<file path="src/shared/psi_cfg.svh">
// register offsets, field positions and reset values for the status/irq bank
`ifndef PSI_CFG_SVH
`define PSI_CFG_SVH
// ==========================================================
// register offsets
`define PSI_ADDR_BASIC_STATUS 5'h01
`define PSI_ADDR_SUMMARY 5'h10
`define PSI_ADDR_CONTROL 5'h11
`define PSI_ADDR_EVENT 5'h12
`define PSI_ADDR_IRQ_MASK 5'h1E
// ==========================================================
// summary status fields
`define PSI_SUM_REMOTE 6
`define PSI_SUM_JABBER 5
`define PSI_SUM_ANEG 4
`define PSI_SUM_LOOP 3
`define PSI_SUM_DUPLEX 2
`define PSI_SUM_SPEED 1
`define PSI_SUM_LINK 0
// ==========================================================
// control fields
`define PSI_CTL_TEST 2
`define PSI_CTL_GATE 1
`define PSI_CTL_OE 0
`define PSI_CTL_RESET 3'h0
// ==========================================================
// event status fields, enables sit eight bits lower
`define PSI_EV_LQ 15
`define PSI_EV_ED 14
`define PSI_EV_LINK 13
`define PSI_EV_SPD 12
`define PSI_EV_DUP 11
`define PSI_EV_ANC 10
`define PSI_EV_FHF 9
`define PSI_EV_RHF 8
`define PSI_EN_RESET 8'h00
`define PSI_MASK_RESET 8'hFF
`endif

</file>
<file path="src/shared/psi_pkg.sv">
// types shared by the status/irq bank
package psi_pkg;
  typedef logic [4:0] psi_addr_t;
  typedef logic [15:0] psi_data_t;
  typedef logic [7:0] psi_ev_t;
endpackage : psi_pkg

</file>
<file path="src/hdl/psi_status_irq.sv">
// summary status register, interrupt control and event status bank
`timescale 1ns/1ps
`default_nettype none
`include "psi_cfg.svh"
// ==========================================================
// How it works
// remote fault latches high; cleared by basic status read or reset.
// jabber bit mirrors input; summary read leaves it alone.
// bit 4 shows autoneg complete, bit 3 shows loopback.
// bit 2 shows resolved duplex, one meaning full duplex.
// bit 1 shows resolved speed, one meaning 10 Mb/s.
// software trusts speed and duplex only with valid link.
// bit 0 mirrors link status; summary read leaves it alone.
// control at 11h; bits 15:3 ignore writes, read zero.
// test bit keeps the interrupt asserted while set.
// gate bit passes or suppresses event based interrupts at the shared pin only.
// oe bit makes shared pin an interrupt output or powerdown input.
// sources are link quality, energy, link, speed, duplex, autoneg, counters half.
// summary at 10h, bits 6:0 reset zero and read only.
// reading event status at 12h clears pending events.
// events latch regardless of enables; pin needs enable and gate, system irq needs mask bit clear.
// pin asserts while enabled event pending or test bit set; code also needs the gate bit for the event case.
module psi_status_irq
  import psi_pkg::*;
(
  // clock and reset
  input wire logic clk,
  input wire logic sys_rst,
  // register port
  input wire psi_pkg::psi_addr_t reg_addr,
  input wire psi_pkg::psi_data_t reg_wdata,
  input wire logic reg_wr,
  input wire logic reg_rd,
  output psi_pkg::psi_data_t reg_rdata,
  // status inputs from the phy core
  input wire logic remote_fault_evt,
  input wire logic jabber_stat,
  input wire logic aneg_done,
  input wire logic loopback_on,
  input wire logic full_duplex,
  input wire logic speed_10,
  input wire logic link_up,
  // event pulses from the phy core
  input wire logic link_quality_evt,
  input wire logic energy_evt,
  input wire logic fc_half_evt,
  input wire logic rxerr_half_evt,
  // shared powerdown or interrupt pin
  input wire logic powerdown_or_irq_pin_in,
  output logic powerdown_or_irq_pin_out,
  output logic powerdown_or_irq_pin_oe,
  output logic powerdown_req,
  // system interrupt
  output logic irq
);
  import psi_pkg::*;

  logic remote_fault;
  logic [2:0] ctrl;
  psi_ev_t ev_pend;
  psi_ev_t ev_en;
  psi_ev_t irq_mask;
  psi_ev_t ev_hit;
  logic link_q, spd_q, dup_q, aneg_q;
  logic rd_basic, rd_event, irq_raw;
  psi_data_t next_rdata;

  assign rd_basic = reg_rd && reg_addr == `PSI_ADDR_BASIC_STATUS;
  assign rd_event = reg_rd && reg_addr == `PSI_ADDR_EVENT;

  // ==========================================================
  // remote fault latch; a new fault beats the clearing read
  always_ff @(posedge clk or posedge sys_rst) begin
    if (sys_rst) begin
      remote_fault <= 1'b0;
    end else if (remote_fault_evt) begin
      remote_fault <= 1'b1;
    end else if (rd_basic) begin
      remote_fault <= 1'b0;
    end
  end

  // ==========================================================
  // control register
  always_ff @(posedge clk or posedge sys_rst) begin
    if (sys_rst) begin
      ctrl <= `PSI_CTL_RESET;
    end else if (reg_wr && reg_addr == `PSI_ADDR_CONTROL) begin
      ctrl <= reg_wdata[2:0];
    end
  end

  // ==========================================================
  // event enables (low byte of 12h) and system irq mask
  always_ff @(posedge clk or posedge sys_rst) begin
    if (sys_rst) begin
      ev_en <= `PSI_EN_RESET;
      irq_mask <= `PSI_MASK_RESET;
    end else if (reg_wr) begin
      if (reg_addr == `PSI_ADDR_EVENT) begin
        ev_en <= reg_wdata[7:0];
      end
      if (reg_addr == `PSI_ADDR_IRQ_MASK) begin
        irq_mask <= reg_wdata[7:0];
      end
    end
  end

  // ==========================================================
  // change detection on resolved state
  always_ff @(posedge clk or posedge sys_rst) begin
    if (sys_rst) begin
      link_q <= 1'b0;
      spd_q <= 1'b0;
      dup_q <= 1'b0;
      aneg_q <= 1'b0;
    end else begin
      link_q <= link_up;
      spd_q <= speed_10;
      dup_q <= full_duplex;
      aneg_q <= aneg_done;
    end
  end

  always_comb begin
    ev_hit = 8'h00;
    ev_hit[`PSI_EV_LQ - 8] = link_quality_evt;
    ev_hit[`PSI_EV_ED - 8] = energy_evt;
    ev_hit[`PSI_EV_LINK - 8] = link_up ^ link_q;
    ev_hit[`PSI_EV_SPD - 8] = speed_10 ^ spd_q;
    ev_hit[`PSI_EV_DUP - 8] = full_duplex ^ dup_q;
    ev_hit[`PSI_EV_ANC - 8] = aneg_done & ~aneg_q;
    ev_hit[`PSI_EV_FHF - 8] = fc_half_evt;
    ev_hit[`PSI_EV_RHF - 8] = rxerr_half_evt;
  end

  // ==========================================================
  // pending events, clear on read; a same-cycle event survives the read
  always_ff @(posedge clk or posedge sys_rst) begin
    if (sys_rst) begin
      ev_pend <= 8'h00;
    end else begin
      ev_pend <= (rd_event ? 8'h00 : ev_pend) | ev_hit;
    end
  end

  // ==========================================================
  // interrupt generation
  assign irq_raw = ctrl[`PSI_CTL_TEST]
    | (ctrl[`PSI_CTL_GATE] & |(ev_pend & ev_en));

  // pin drives only in output mode; powerdown honoured only as input
  assign powerdown_or_irq_pin_oe = ctrl[`PSI_CTL_OE];
  assign powerdown_or_irq_pin_out = irq_raw;
  assign powerdown_req = ~ctrl[`PSI_CTL_OE] & powerdown_or_irq_pin_in;
  // system irq: any pending event, masked, plus test force
  assign irq = ctrl[`PSI_CTL_TEST] | |(ev_pend & ~irq_mask);

  // ==========================================================
  // read mux, data one cycle after the strobe
  always_comb begin
    next_rdata = 16'h0000;
    case (reg_addr)
      `PSI_ADDR_SUMMARY: begin
        next_rdata[`PSI_SUM_REMOTE] = remote_fault;
        next_rdata[`PSI_SUM_JABBER] = jabber_stat;
        next_rdata[`PSI_SUM_ANEG] = aneg_done;
        next_rdata[`PSI_SUM_LOOP] = loopback_on;
        next_rdata[`PSI_SUM_DUPLEX] = full_duplex;
        next_rdata[`PSI_SUM_SPEED] = speed_10;
        next_rdata[`PSI_SUM_LINK] = link_up;
        next_rdata[7] = irq_raw;
      end
      `PSI_ADDR_CONTROL: next_rdata = {13'h0, ctrl};
      `PSI_ADDR_EVENT: next_rdata = {ev_pend, ev_en};
      `PSI_ADDR_IRQ_MASK: next_rdata = {8'h00, irq_mask};
      default: next_rdata = 16'h0000;
    endcase
  end

  always_ff @(posedge clk or posedge sys_rst) begin
    if (sys_rst) begin
      reg_rdata <= 16'h0000;
    end else if (reg_rd) begin
      reg_rdata <= next_rdata;
    end else begin
      reg_rdata <= 16'h0000;
    end
  end

  // ==========================================================
  // checks
  // remote fault latch
  chk_remote_clear: assert property (
    @(posedge clk) disable iff (sys_rst)
    rd_basic && !remote_fault_evt |=> !remote_fault)
    else $error("remote fault not cleared by basic status read");
  chk_remote_set: assert property (
    @(posedge clk) disable iff (sys_rst)
    remote_fault_evt |=> remote_fault)
    else $error("remote fault not latched");
  chk_remote_hold: assert property (
    @(posedge clk) disable iff (sys_rst)
    remote_fault && !rd_basic |=> remote_fault)
    else $error("remote fault dropped without a basic status read");
  // summary readback and write protection
  chk_summary_link: assert property (
    @(posedge clk) disable iff (sys_rst)
    reg_rd && reg_addr == `PSI_ADDR_SUMMARY
    |=> reg_rdata[0] == $past(link_up)
        && reg_rdata[5] == $past(jabber_stat))
    else $error("summary link or jabber bit wrong");
  chk_summary_speed: assert property (
    @(posedge clk) disable iff (sys_rst)
    reg_rd && reg_addr == `PSI_ADDR_SUMMARY
    |=> reg_rdata[2:1] == {$past(full_duplex), $past(speed_10)})
    else $error("summary duplex or speed bit wrong");
  chk_summary_aneg: assert property (
    @(posedge clk) disable iff (sys_rst)
    reg_rd && reg_addr == `PSI_ADDR_SUMMARY
    |=> reg_rdata[4:3] == {$past(aneg_done), $past(loopback_on)})
    else $error("summary autoneg or loopback bit wrong");
  chk_summary_fault: assert property (
    @(posedge clk) disable iff (sys_rst)
    reg_rd && reg_addr == `PSI_ADDR_SUMMARY
    |=> reg_rdata[6] == $past(remote_fault)
        && reg_rdata[15:8] == 8'h00)
    else $error("summary fault or upper bits wrong");
  chk_summary_ro: assert property (
    @(posedge clk) disable iff (sys_rst)
    reg_wr && reg_addr == `PSI_ADDR_SUMMARY && !remote_fault_evt
    |=> remote_fault == $past(remote_fault))
    else $error("summary write changed the fault latch");
  // control and read port
  chk_ctrl_reserved: assert property (
    @(posedge clk) disable iff (sys_rst)
    reg_rd && reg_addr == `PSI_ADDR_CONTROL |=> reg_rdata[15:3] == 13'h0)
    else $error("control reserved bits not zero");
  chk_ctrl_write: assert property (
    @(posedge clk) disable iff (sys_rst)
    reg_wr && reg_addr == `PSI_ADDR_CONTROL
    |=> ctrl == $past(reg_wdata[2:0]))
    else $error("control write did not land");
  chk_ctrl_keep: assert property (
    @(posedge clk) disable iff (sys_rst)
    !(reg_wr && reg_addr == `PSI_ADDR_CONTROL) |=> $stable(ctrl))
    else $error("control changed without a write to it");
  chk_rdata_idle: assert property (
    @(posedge clk) disable iff (sys_rst)
    !reg_rd |=> reg_rdata == 16'h0000)
    else $error("read data left standing after its cycle");
  // interrupt and shared pin
  chk_test_irq: assert property (
    @(posedge clk) disable iff (sys_rst)
    ctrl[`PSI_CTL_TEST] |-> powerdown_or_irq_pin_out && irq)
    else $error("test bit did not force interrupt");
  chk_gate_off: assert property (
    @(posedge clk) disable iff (sys_rst)
    !ctrl[`PSI_CTL_GATE] && !ctrl[`PSI_CTL_TEST]
    |-> !powerdown_or_irq_pin_out)
    else $error("event interrupt passed while gated off");
  chk_gate_on: assert property (
    @(posedge clk) disable iff (sys_rst)
    ctrl[`PSI_CTL_GATE] && |(ev_pend & ev_en) |-> powerdown_or_irq_pin_out)
    else $error("enabled pending event did not interrupt");
  chk_pin_dir: assert property (
    @(posedge clk) disable iff (sys_rst)
    powerdown_or_irq_pin_oe == ctrl[`PSI_CTL_OE]
    && !(ctrl[`PSI_CTL_OE] && powerdown_req))
    else $error("shared pin direction wrong");
  chk_powerdown_in: assert property (
    @(posedge clk) disable iff (sys_rst)
    !ctrl[`PSI_CTL_OE] |-> powerdown_req == powerdown_or_irq_pin_in)
    else $error("powerdown input not passed through");
  chk_pin_release: assert property (
    @(posedge clk) disable iff (sys_rst)
    rd_event && ev_hit == 8'h00 && !ctrl[`PSI_CTL_TEST]
    |=> !powerdown_or_irq_pin_out)
    else $error("shared pin still asserted after event read");
  chk_mask_all: assert property (
    @(posedge clk) disable iff (sys_rst)
    &irq_mask && !ctrl[`PSI_CTL_TEST] |-> !irq)
    else $error("system interrupt raised while fully masked");
  // event status
  chk_event_clear: assert property (
    @(posedge clk) disable iff (sys_rst)
    rd_event && ev_hit == 8'h00 |=> ev_pend == 8'h00)
    else $error("event status not cleared by read");
  chk_event_rdata: assert property (
    @(posedge clk) disable iff (sys_rst)
    rd_event |=> reg_rdata == {$past(ev_pend), $past(ev_en)})
    else $error("event status read data wrong");
  chk_event_hold: assert property (
    @(posedge clk) disable iff (sys_rst)
    !rd_event |=> (ev_pend & $past(ev_pend)) == $past(ev_pend))
    else $error("pending event lost without a read");
  chk_event_latch: assert property (
    @(posedge clk) disable iff (sys_rst)
    link_up != link_q |=> ev_pend[`PSI_EV_LINK - 8])
    else $error("link change not latched");
  chk_speed_latch: assert property (
    @(posedge clk) disable iff (sys_rst)
    speed_10 != spd_q |=> ev_pend[`PSI_EV_SPD - 8])
    else $error("speed change not latched");
  chk_aneg_latch: assert property (
    @(posedge clk) disable iff (sys_rst)
    aneg_done && !aneg_q |=> ev_pend[`PSI_EV_ANC - 8])
    else $error("autoneg completion not latched");
endmodule : psi_status_irq
`default_nettype wire

</file>
<file path="config.mk">
export PLATFORM = sky130hd
export DESIGN_NAME = psi_status_irq
export DESIGN_NICKNAME = d
export VERILOG_FILES = /design/src/shared/psi_pkg.sv /design/src/hdl/psi_status_irq.sv
export VERILOG_INCLUDE_DIRS = /design/src /design/src/shared
export SDC_FILE = /design/constraint.sdc
export NUM_CORES = 1
export LEC_CHECK = 0
export ABC_AREA = 1
export BUFFER_PORTS_ARGS = -buffer_cell sky130_fd_sc_hd__buf_2
export CAP_MARGIN = 20
export CORE_ASPECT_RATIO = 1.1
export CORE_UTILIZATION = 56
export CTS_CLUSTER_DIAMETER = 30
export DETAILED_ROUTE_END_ITERATION = 8
export HOLD_SLACK_MARGIN = 0.06
export PLACE_DENSITY = 0.84
export SETUP_SLACK_MARGIN = 0.05
export SLEW_MARGIN = 0
export SYNTH_ARGS = -nofsm -noshare
export SYNTH_HDL_FRONTEND = slang
export SYNTH_SLANG_ARGS = --single-unit
</file>
<file path="constraint.sdc">
create_clock -name clk -period 1.9 [get_ports clk]
set_input_delay 0 -clock clk [delete_from_list [all_inputs] [get_ports clk]]
set_output_delay 0 -clock clk [all_outputs]
set_load 0.02 [all_outputs]
</file>
==> flow_summary.yaml, run 1 <==
status:
  outcome: "finished clean"
floorplanning:
  dieArea_um2: 4063
  coreArea_um2: 3655
  row_count: 23
  initial_utilization_pct: 58.40
  io_pins: 57
  die_x_um: 60.87
  die_height_um: 66.75
synth:
  syn_nets: 263
  ys_top_cells_by_count: "66 x nand2_1, 40 x dfrtp_1, 34 x inv_1, 9 x nor2_1, 9 x nor2_2"
  synth_area_leaders: "dfrtp_1 47%, nand2_1 12%, dfstp_2 9.8%"
  yosys_warnings: 0
  yosysSeqAreaShare_pct: 56.74
  ys_types: 25
  ys_ff_latch: 48
  synth_top_area_share_pct: 46.89
  synthArstFlopShare_pct: 100.0
  yosysMostFrequentCell: "nand2_1"
  yosysTopAreaCell: "dfrtp_1"
  netlist_instances: 226
  avgSynthCellArea_um2: 9.445
  synth_edf_count: 0
  synth_flop_cell: "dfrtp_1"
  syn-cell-area_um2: 2135
route:
  dr.pass1.iters: 4
  vias: 1711
  wl_per_cell_um: 12.93
  postRouteAntennaNets: 0
  first_iter_violations: 90
  wirelength_mm: 4.565
  viasPerCell: 4.847
  drc: 0
layout:
  area_delta_synth_final_pct: 29.07
  drive_above_1_share_pct: 29.70
  fin_area_um2: 2755
  nets: 339
  fillers: 283
  finalNonFillerCells: 353
  antenna_cells: 0
setup_path:
  path_cells: "dlygate4sd3_1, buf_2, inv_1, nor3_1, o21bai_1, dlygate4sd3_1"
  cp_slowest_stage_delay_ns: 0.54
  reg2regPathDepth: 3
  cp.depth: 6
  cp_max_fo: 6
  crit_family: "buffers and inverters"
  worst-path-buf-inv: 4
  cp.required_ns: 2.09
  slowest_stage: "dlygate4sd3_1"
  crit_arrival_ns: 1.71
  critical_path_class: "primary input to flip-flop"
  cp-start-kind: "primary input"
  crit_top_cell: "dlygate4sd3_1"
  end_kind: "flip-flop"
sta:
  fin_skew_ns: 0.003339
  slew_violations: 0
  slew_headroom_pct: 49.70
  min_period_ns: 1.517
  hold_ws_ns: 0.07985
  setup_violations: 0
  rsz0062_at_grt: "no"
  clock.fmax_ghz: 0.6591
  finalSetupTns_ns: 0
  worst_slew_pin_slew_ns: 0.7499
  finalHoldViolCount: 0
  finalCritPeriodShare_pct: 79.85
worst_hold_path:
  min_path_cells: 3
  worstHoldPathType: "primary input to flip-flop"
pwr:
  p_leak_nw: 1.541
  power_density_nw_per_um2: 794.5
  p_int_mw: 1.610
  power.share.clock_pct: 29.4
  p_sw_mw: 0.5785
  p_comb_share_pct: 15.3
  p_seq_share_pct: 55.2
  ir_worst_vdd_uv: 603.3
  switching_share_pct: 26.43
  total_power_mw: 2.189
cts:
  cts_tree: "done"
  clockBufferDepth: 2
  clkLatencyLatePin_ns: 0.30
  cts-root-buf: "clkbuf_8"
  htreeDepth: 2
  numCtsBuffers: 5
  postCtsSetupBuffers: 0
  clk_pin_slew_ns: 0.08
  clock_sinks: 48
global_route:
  grt_pass1_vias: 1677
  antenna_found_initial: 0
  grtUsageTotal_pct: 26.69
  grt_max_degree: 28
  grt_pass1_wl_mm: 7.610
  grt_overflow: 0
placement:
  io_buffers: 48
  routabilityCongestion: 0.8798
  placed_cells: 323
  placed_area_um2: 2435
  dp_hpwl_mm: 3.301
job:
  max_cap_viol_count: 0
-- worst paths after layout --
check	startpoint	endpoint	slack, ns
max	reg_rd	remote_fault	0.38
min reg2reg	aneg_q	ev_pend[2]	0.44
max in group asynchronous	sys_rst	irq_mask[6]	1.02
min in group asynchronous	sys_rst	reg_rdata[4]	0.28
min	reg_wr	irq_mask[1]	0.08
max reg2reg	remote_fault	remote_fault	0.68
-- registers in the layout, indices dropped and copies added, names as in the netlist, 3 cells and up --
name,flops
ctrl,3
ev_en,8
reg_rdata,16
ev_pend,8
irq_mask,8
-- power by group through the flow --
stage                     registers, mW  clock network [mW]  logic [mW]
final                              1.21               0.645       0.336
after global routing               1.22               0.708       0.379
after CTS                          1.20               0.656       0.335
after detailed placement           1.22                   0       0.301
after global placement             1.22                   0       0.288
after floorplan                    1.21                   0       0.196
-- worst reg2reg max path, stage by stage, from the launching register on --
cell and delay (ns):
dfrtp_1 0.38, inv_1 0.11, o21bai_1 0.08, dlygate4sd3_1 0.55
-- kinds of logic after synthesis --
group / share of synthesized area [%]
XOR/XNOR: 1.231
flip-flops: 56.74
AND/OR/NAND/NOR: 22.74
AO/OA/AOI/OAI: 11.55
buffers and inverters: 7.737
-- final cells by class --
class	instances	area, um2	area share [%]
Sequential cell	48	1211	43.96
Multi-Input combinational cell	140	758.2	27.52
Timing Repair Buffer	71	480.5	17.44
Inverter	36	142.6	5.177
Clock buffer	8	100.1	3.633
Tap cell	50	62.56	2.271
-- metal layers --
layer  share of wire (%)  routed length, um  GRT usage (%)  vias to the layer above
met4                 2.8                129          12.50                        0
li1                    -                  -              -                      851
met5                   0                  0              0                        -
met2                  51               2334          42.72                       46
met1                  42               1917          33.63                      803
met3                 4.0                183          6.408                       11
-- layout by cell type, fill, tap and decap left out, drive strengths merged --
| cell type | n |
|---|---|
| a21oi | 2 |
| and2 | 1 |
| buf | 49 |
| clkbuf | 8 |
| clkinv | 1 |
| dfrtp | 40 |
| dfstp | 8 |
| dlygate4sd3 | 22 |
| inv | 35 |
| nand2 | 69 |
| nand3 | 5 |
| nand4 | 1 |
| nor2 | 22 |
| nor3 | 1 |
| o2111ai | 1 |
| o211ai | 2 |
| o21ai | 24 |
| o21bai | 5 |
| o22ai | 4 |
| xnor2 | 3 |
-- per-stage QoR --
| step | util, % | worst slack, ns |
|---|---|---|
| finish | 75.39 | 0.3829 |
| global route | 75.39 | 0.3046 |
| CTS | 75.39 | 0.4307 |
| detailed placement | 66.62 | 0.7417 |
| global placement | 66.62 | 0.8215 |
| floorplan | - | 0.7688 |
-- timing repair --
action                    CTS  global route
hold buffers               22             0
resized for setup           0             0
hold endpoints to repair   58             0
(Power assumes the default switching activity.)
==> run 2: changes to the inputs <==
--- a/config.mk
+++ b/config.mk
@@ -10,11 +10,11 @@
 export BUFFER_PORTS_ARGS = -buffer_cell sky130_fd_sc_hd__buf_2
 export CAP_MARGIN = 20
 export CORE_ASPECT_RATIO = 1.1
-export CORE_UTILIZATION = 56
+export CORE_UTILIZATION = 52
 export CTS_CLUSTER_DIAMETER = 30
 export DETAILED_ROUTE_END_ITERATION = 8
 export HOLD_SLACK_MARGIN = 0.06
-export PLACE_DENSITY = 0.84
+export PLACE_DENSITY = 0.79
 export SETUP_SLACK_MARGIN = 0.05
 export SLEW_MARGIN = 0
 export SYNTH_ARGS = -nofsm -noshare
==> constraint.sdc (replaced) <==
create_clock -name clk -period 1.4 [get_ports clk]
set_input_delay 0 -clock clk [delete_from_list [all_inputs] [get_ports clk]]
set_output_delay 0 -clock clk [all_outputs]
set_load 0.02 [all_outputs]
==> run 2 against run 1 <==
Net effect: largest cell class unchanged; worst hold slack gained 0.011 ns; critical path type is now flip-flop to primary output; core utilization shrank 2.3 points; critical path depth shrank 2; sequential share of layout area shrank 1.8 points; critical endpoint is now irq.
==> flow_summary.yaml, run 2 (same netlist as run 1, synthesis figures left out) <==
placement:
  dp_worst_setup_slack_ns: 0.2763
  routabilityCongestion: 0.9197
  io_buffers: 48
  placed_cells: 325
  placed_area_um2: 2437
  dp_hpwl_mm: 2.998
pwr:
  p_sw_mw: 0.8181
  p_seq_share_pct: 49.1
  power_density_nw_per_um2: 1157
  p_leak_nw: 1.622
  ir_worst_vdd_uv: 711.3
  p_int_mw: 2.509
  switching_share_pct: 24.58
  total_power_mw: 3.328
  p_comb_share_pct: 16.4
  power.share.clock_pct: 34.6
route:
  postRouteAntennaNets: 0
  dr.pass1.iters: 4
  first_iter_violations: 128
  drc: 0
  wl_per_cell_um: 13.00
  wirelength_mm: 4.731
  vias: 1752
  viasPerCell: 4.813
sta:
  setup_violations: 0
  fin_ws_ns: 0.02003
  clock.fmax_ghz: 0.7247
  fin_skew_ns: 0.01071
  slew_violations: 0
  worst_slew_pin_slew_ns: 0.2755
  finalSetupTns_ns: 0
  min_period_ns: 1.380
  finalHoldViolCount: 0
  finalCritPeriodShare_pct: 98.57
  rsz0062_at_grt: "yes"
  slew_headroom_pct: 81.61
cts:
  htreeDepth: 2
  cts_tree: "done"
  clock_sinks: 48
  clkLatencyLatePin_ns: 0.30
  clockBufferDepth: 2
  cts-root-buf: "clkbuf_8"
  numCtsBuffers: 5
  clk_pin_slew_ns: 0.08
worst_hold_path:
  min_path_cells: 3
  worstHoldPathType: "primary input to flip-flop"
  hold_end: "irq_mask[7]"
  min_from: "reg_wr"
floorplanning:
  io_pins: 57
  die_x_um: 63.09
  coreArea_um2: 3934
  initial_utilization_pct: 54.26
  die_height_um: 69.20
  row_count: 24
  dieArea_um2: 4365
layout:
  drive_above_1_share_pct: 33.65
  multi_input_area_um2: 773.2
  regArea_um2: 1211
  largest_register_ffs: 16
  largest_register: "reg_rdata"
  layout_common_cells: "66 x nand2_1, 47 x buf_2, 40 x dfrtp_1"
  antenna_cells: 0
  finalNonFillerCells: 364
  fin_area_um2: 2875
  area_delta_synth_final_pct: 34.70
  fillers: 292
  nets: 348
  layout_commonest_cell: "nand2_1"
global_route:
  grt_pass1_vias: 1648
  grt_max_degree: 49
  grt_overflow: 0
  grt_pass1_wl_mm: 7.935
  antenna_found_initial: 0
  grtUsageTotal_pct: 24.12
setup_path:
  cp_slowest_stage_delay_ns: 0.56
  reg2regPathDepth: 3
  cp_max_fo: 2
  cp-start-kind: "flip-flop"
  cp.required_ns: 1.40
  path_cells: "o22ai_2, nor2_1, o2111ai_1, buf_4"
  slowest_stage: "dfstp_2"
  r2r_setup_slack_ns: 0.16
  crit_arrival_ns: 1.38
  r2r_start: "remote_fault"
  r2r_end: "remote_fault"
  end_kind: "primary output"
  critical_path_class: "flip-flop to primary output"
status:
  outcome: "finished clean"
job:
  max_cap_viol_count: 0
## run 2: worst max path at each step
stage,start,end,cells past startpoint
after floorplan,sys_rst,aneg_q,1
after global placement,reg_addr[3],reg_rdata[8],8
after detailed placement,reg_addr[3],reg_rdata[12],8
after CTS,irq_mask[5],irq,4
after global routing,irq_mask[7],irq,4
final,irq_mask[7],irq,4
## run 2: layout make-up
| class | instances | area share [%] |
|---|---|---|
| timing repair buffer | 80 | 19.15 |
| inverter | 36 | 4.961 |
| sequential | 48 | 42.12 |
| multi-input combinational | 140 | 26.89 |
| clock buffer | 6 | 2.524 |
| clock inverter | 2 | 2.089 |
| tap | 52 | 2.263 |
## run 2: per-layer routing
layer  share of wire (%)  vias to the layer above  GRT usage [%]
li1                    -                      873              -
met1                  42                      804          31.28
met2                  50                       61          37.99
met3                 5.3                       14          4.605
met4                 3.2                        0          13.18
met5                   0                        -              0
## run 2: critical path: cells and delay by family (launching register included)
| kind | cells | cell delay [ns] |
|---|---|---|
| flops | 1 | 0.56 |
| simple gates | 1 | 0.14 |
| compound gates | 2 | 0.20 |
| buf+inv | 1 | 0.18 |
## run 2: what timing repair did
item,4_1_cts,5_1_grt
pin swaps,3,2
setup buffers,6,3
hold buffers,22,0
hold endpoints to repair,85,0
setup endpoints to repair,1,2
gates resized for setup,2,4
## run 2: power groups by stage
stage | clock network [mW] | registers (mW) | logic, mW
2_1_floorplan | 0 | 1.64 | 0.266
3_3_place_gp | 0 | 1.65 | 0.394
3_5_place_dp | 0 | 1.66 | 0.404
4_1_cts | 1.15 | 1.63 | 0.513
5_1_grt | 1.22 | 1.65 | 0.610
6_report | 1.15 | 1.63 | 0.544
## run 2: stage by stage
step | hold slack (ns) | util [%]
floorplan | 0.03143 | -
global placement | 0.04831 | 61.96
detailed placement | 0.05299 | 61.96
CTS | 0.09351 | 72.30
global route | 0.1099 | 73.09
finish | 0.09102 | 73.09
==> run 3: changes to the inputs <==
--- a/config.mk
+++ b/config.mk
@@ -9,8 +9,10 @@
 export ABC_AREA = 1
 export BUFFER_PORTS_ARGS = -buffer_cell sky130_fd_sc_hd__buf_2
 export CAP_MARGIN = 20
+export CELL_PAD_IN_SITES_DETAIL_PLACEMENT = 0
+export CELL_PAD_IN_SITES_GLOBAL_PLACEMENT = 1
 export CORE_ASPECT_RATIO = 1.1
-export CORE_UTILIZATION = 52
+export CORE_UTILIZATION = 39
 export CTS_CLUSTER_DIAMETER = 30
 export DETAILED_ROUTE_END_ITERATION = 8
 export HOLD_SLACK_MARGIN = 0.06
==> run 3 against run 2 <==
Net effect: global-route usage fell by 6.7 points; via count down 4.7%; design area fell by 1.0%; clock skew is 0.0042 ns lower; sequential power about the same; die area up 32%; clock power is 15% lower; power fell by 6.4%; final cell count grew 4.1%; worst hold slack is essentially flat; setup slack worse by 0.0069 ns; core utilization is 18 points lower; critical path type unchanged; highest routed layer unchanged.
==> flow_summary.yaml, run 3 (same netlist as run 1, synthesis figures left out) <==
route:
  wl_per_cell_um: 11.84
  postRouteAntennaNets: 0
  dr.pass1.iters: 4
  dr.max_layer_used: "met4"
  wl_met1_mm: 2.127
  viasPerCell: 4.406
  drc: 0
  first_iter_violations: 76
  wl_met3_um: 190
  vias: 1670
  routed-wl-met2_mm: 2.082
  wirelength_mm: 4.486
pwr:
  power.share.clock_pct: 31.4
  p_seq_share_pct: 52.3
  switching_share_pct: 26.05
  p_leak_nw: 1.587
  p_int_mw: 2.302
  power_density_nw_per_um2: 1094
  total_power_mw: 3.114
  ir_worst_vdd_uv: 632.5
  p_comb_share_pct: 16.3
  p_sw_mw: 0.8112
floorplanning:
  die_height_um: 79.59
  die_x_um: 72.54
  initial_utilization_pct: 41.57
  coreArea_um2: 5135
  io_pins: 57
  row_count: 27
  dieArea_um2: 5773
placement:
  io_buffers: 48
  dp_hpwl_mm: 3.347
  routabilityCongestion: 0.8210
  placed_cells: 345
sta:
  finalSetupTns_ns: 0
  worst_slew_pin_slew_ns: 0.4042
  finalCritPeriodShare_pct: 99.06
  finalHoldViolCount: 0
  slew_headroom_pct: 73.01
  fin_skew_ns: 0.006481
  slew_violations: 0
  hold_ws_ns: 0.09106
  clock.fmax_ghz: 0.7211
  rsz0062_at_grt: "yes"
  setup_violations: 0
  min_period_ns: 1.387
setup_path:
  cp-start-kind: "flip-flop"
  end_kind: "primary output"
  path_cells: "o22ai_2, nor2_1, o2111ai_1, buf_2"
  slowest_stage: "dfstp_2"
  crit_arrival_ns: 1.39
  reg2regPathDepth: 3
  cp_max_fo: 2
  cp_slowest_stage_delay_ns: 0.55
  critical_path_class: "flip-flop to primary output"
  cp.required_ns: 1.40
global_route:
  grt_pass1_vias: 1572
  grtUsageTotal_pct: 17.46
  antenna_found_initial: 0
  grt_overflow: 0
  grt_max_degree: 31
  grt_pass1_wl_mm: 7.514
cts:
  clk_pin_slew_ns: 0.09
  htreeDepth: 2
  clock_sinks: 48
  clockBufferDepth: 2
  numCtsBuffers: 5
  clkLatencyLatePin_ns: 0.30
  cts_tree: "done"
  cts-root-buf: "clkbuf_8"
layout:
  antenna_cells: 0
  area_delta_synth_final_pct: 33.29
  finalNonFillerCells: 379
  layout_commonest_cell: "nand2_1"
  layout_common_cells: "65 x nand2_1, 47 x buf_2, 40 x dfrtp_1"
  drive_above_1_share_pct: 32.57
  nets: 343
  largest_register: "reg_rdata"
  fin_util_pct: 55.41
  largest_register_ffs: 16
worst_hold_path:
  min_path_cells: 3
  worstHoldPathType: "primary input to flip-flop"
status:
  outcome: "finished clean"
job:
  max_cap_viol_count: 0
run 3: power groups by stage:
stage                     logic (mW)  registers [mW]  clock network (mW)
after detailed placement       0.409            1.66                   0
final                          0.507            1.63               0.978
after global placement         0.402            1.65                   0
after CTS                      0.497            1.63                1.00
after floorplan                0.266            1.64                   0
after global routing           0.568            1.65                1.05
run 3: what timing repair did:
item                       4_1_cts  5_1_grt
hold endpoints to repair        77        0
gates cloned                     0        0
hold buffers                    22        0
setup endpoints to repair        1        2
gates resized for setup          2        4
pin swaps                        3        3
setup buffers                    4        0
run 3: critical path: cells and delay by family (launching register included):
family / cells / cell delay (ns)
AO/OA/AOI/OAI: 2 / 0.21
buffers and inverters: 1 / 0.18
flip-flops: 1 / 0.55
AND/OR/NAND/NOR: 1 / 0.14
run 3: per-stage QoR:
stage | setup slack, ns | cell area [um2]
finish | 0.01316 | 2845
global placement | 0.2607 | 2462
floorplan | 0.2688 | 2135
global route | -0.05120 | 2845
CTS | 0.007891 | 2836
detailed placement | 0.2440 | 2462
run 3: final cells by class:
type | instances | area [um2]
multi-input cells | 140 | 773.2
fillers | 494 | 2290
well taps | 72 | 90.09
clock inverters | 3 | 42.54
clock buffers | 5 | 68.82
repair buffers | 75 | 516.7
flip-flops and latches | 48 | 1211
inverters | 36 | 142.6
run 3: layer usage:
metal / vias up / track usage, %
met3: 8 / 3.914
met1: 753 / 23.91
met4: 0 / 6.078
li1: 869 / -
met2: 40 / 27.10
met5: - / 0
run 3: final timing paths:
check / from / slack (ns) / endpoint
max in group asynchronous: sys_rst / 0.61 / irq_mask[3]
min in group asynchronous: sys_rst / 0.23 / reg_rdata[12]
setup / recovery: irq_mask[7] / 0.01 / irq
hold / removal: reg_wr / 0.09 / irq_mask[6]
setup reg to reg: remote_fault / 0.19 / remote_fault
hold reg to reg: aneg_q / 0.45 / ev_pend[2]
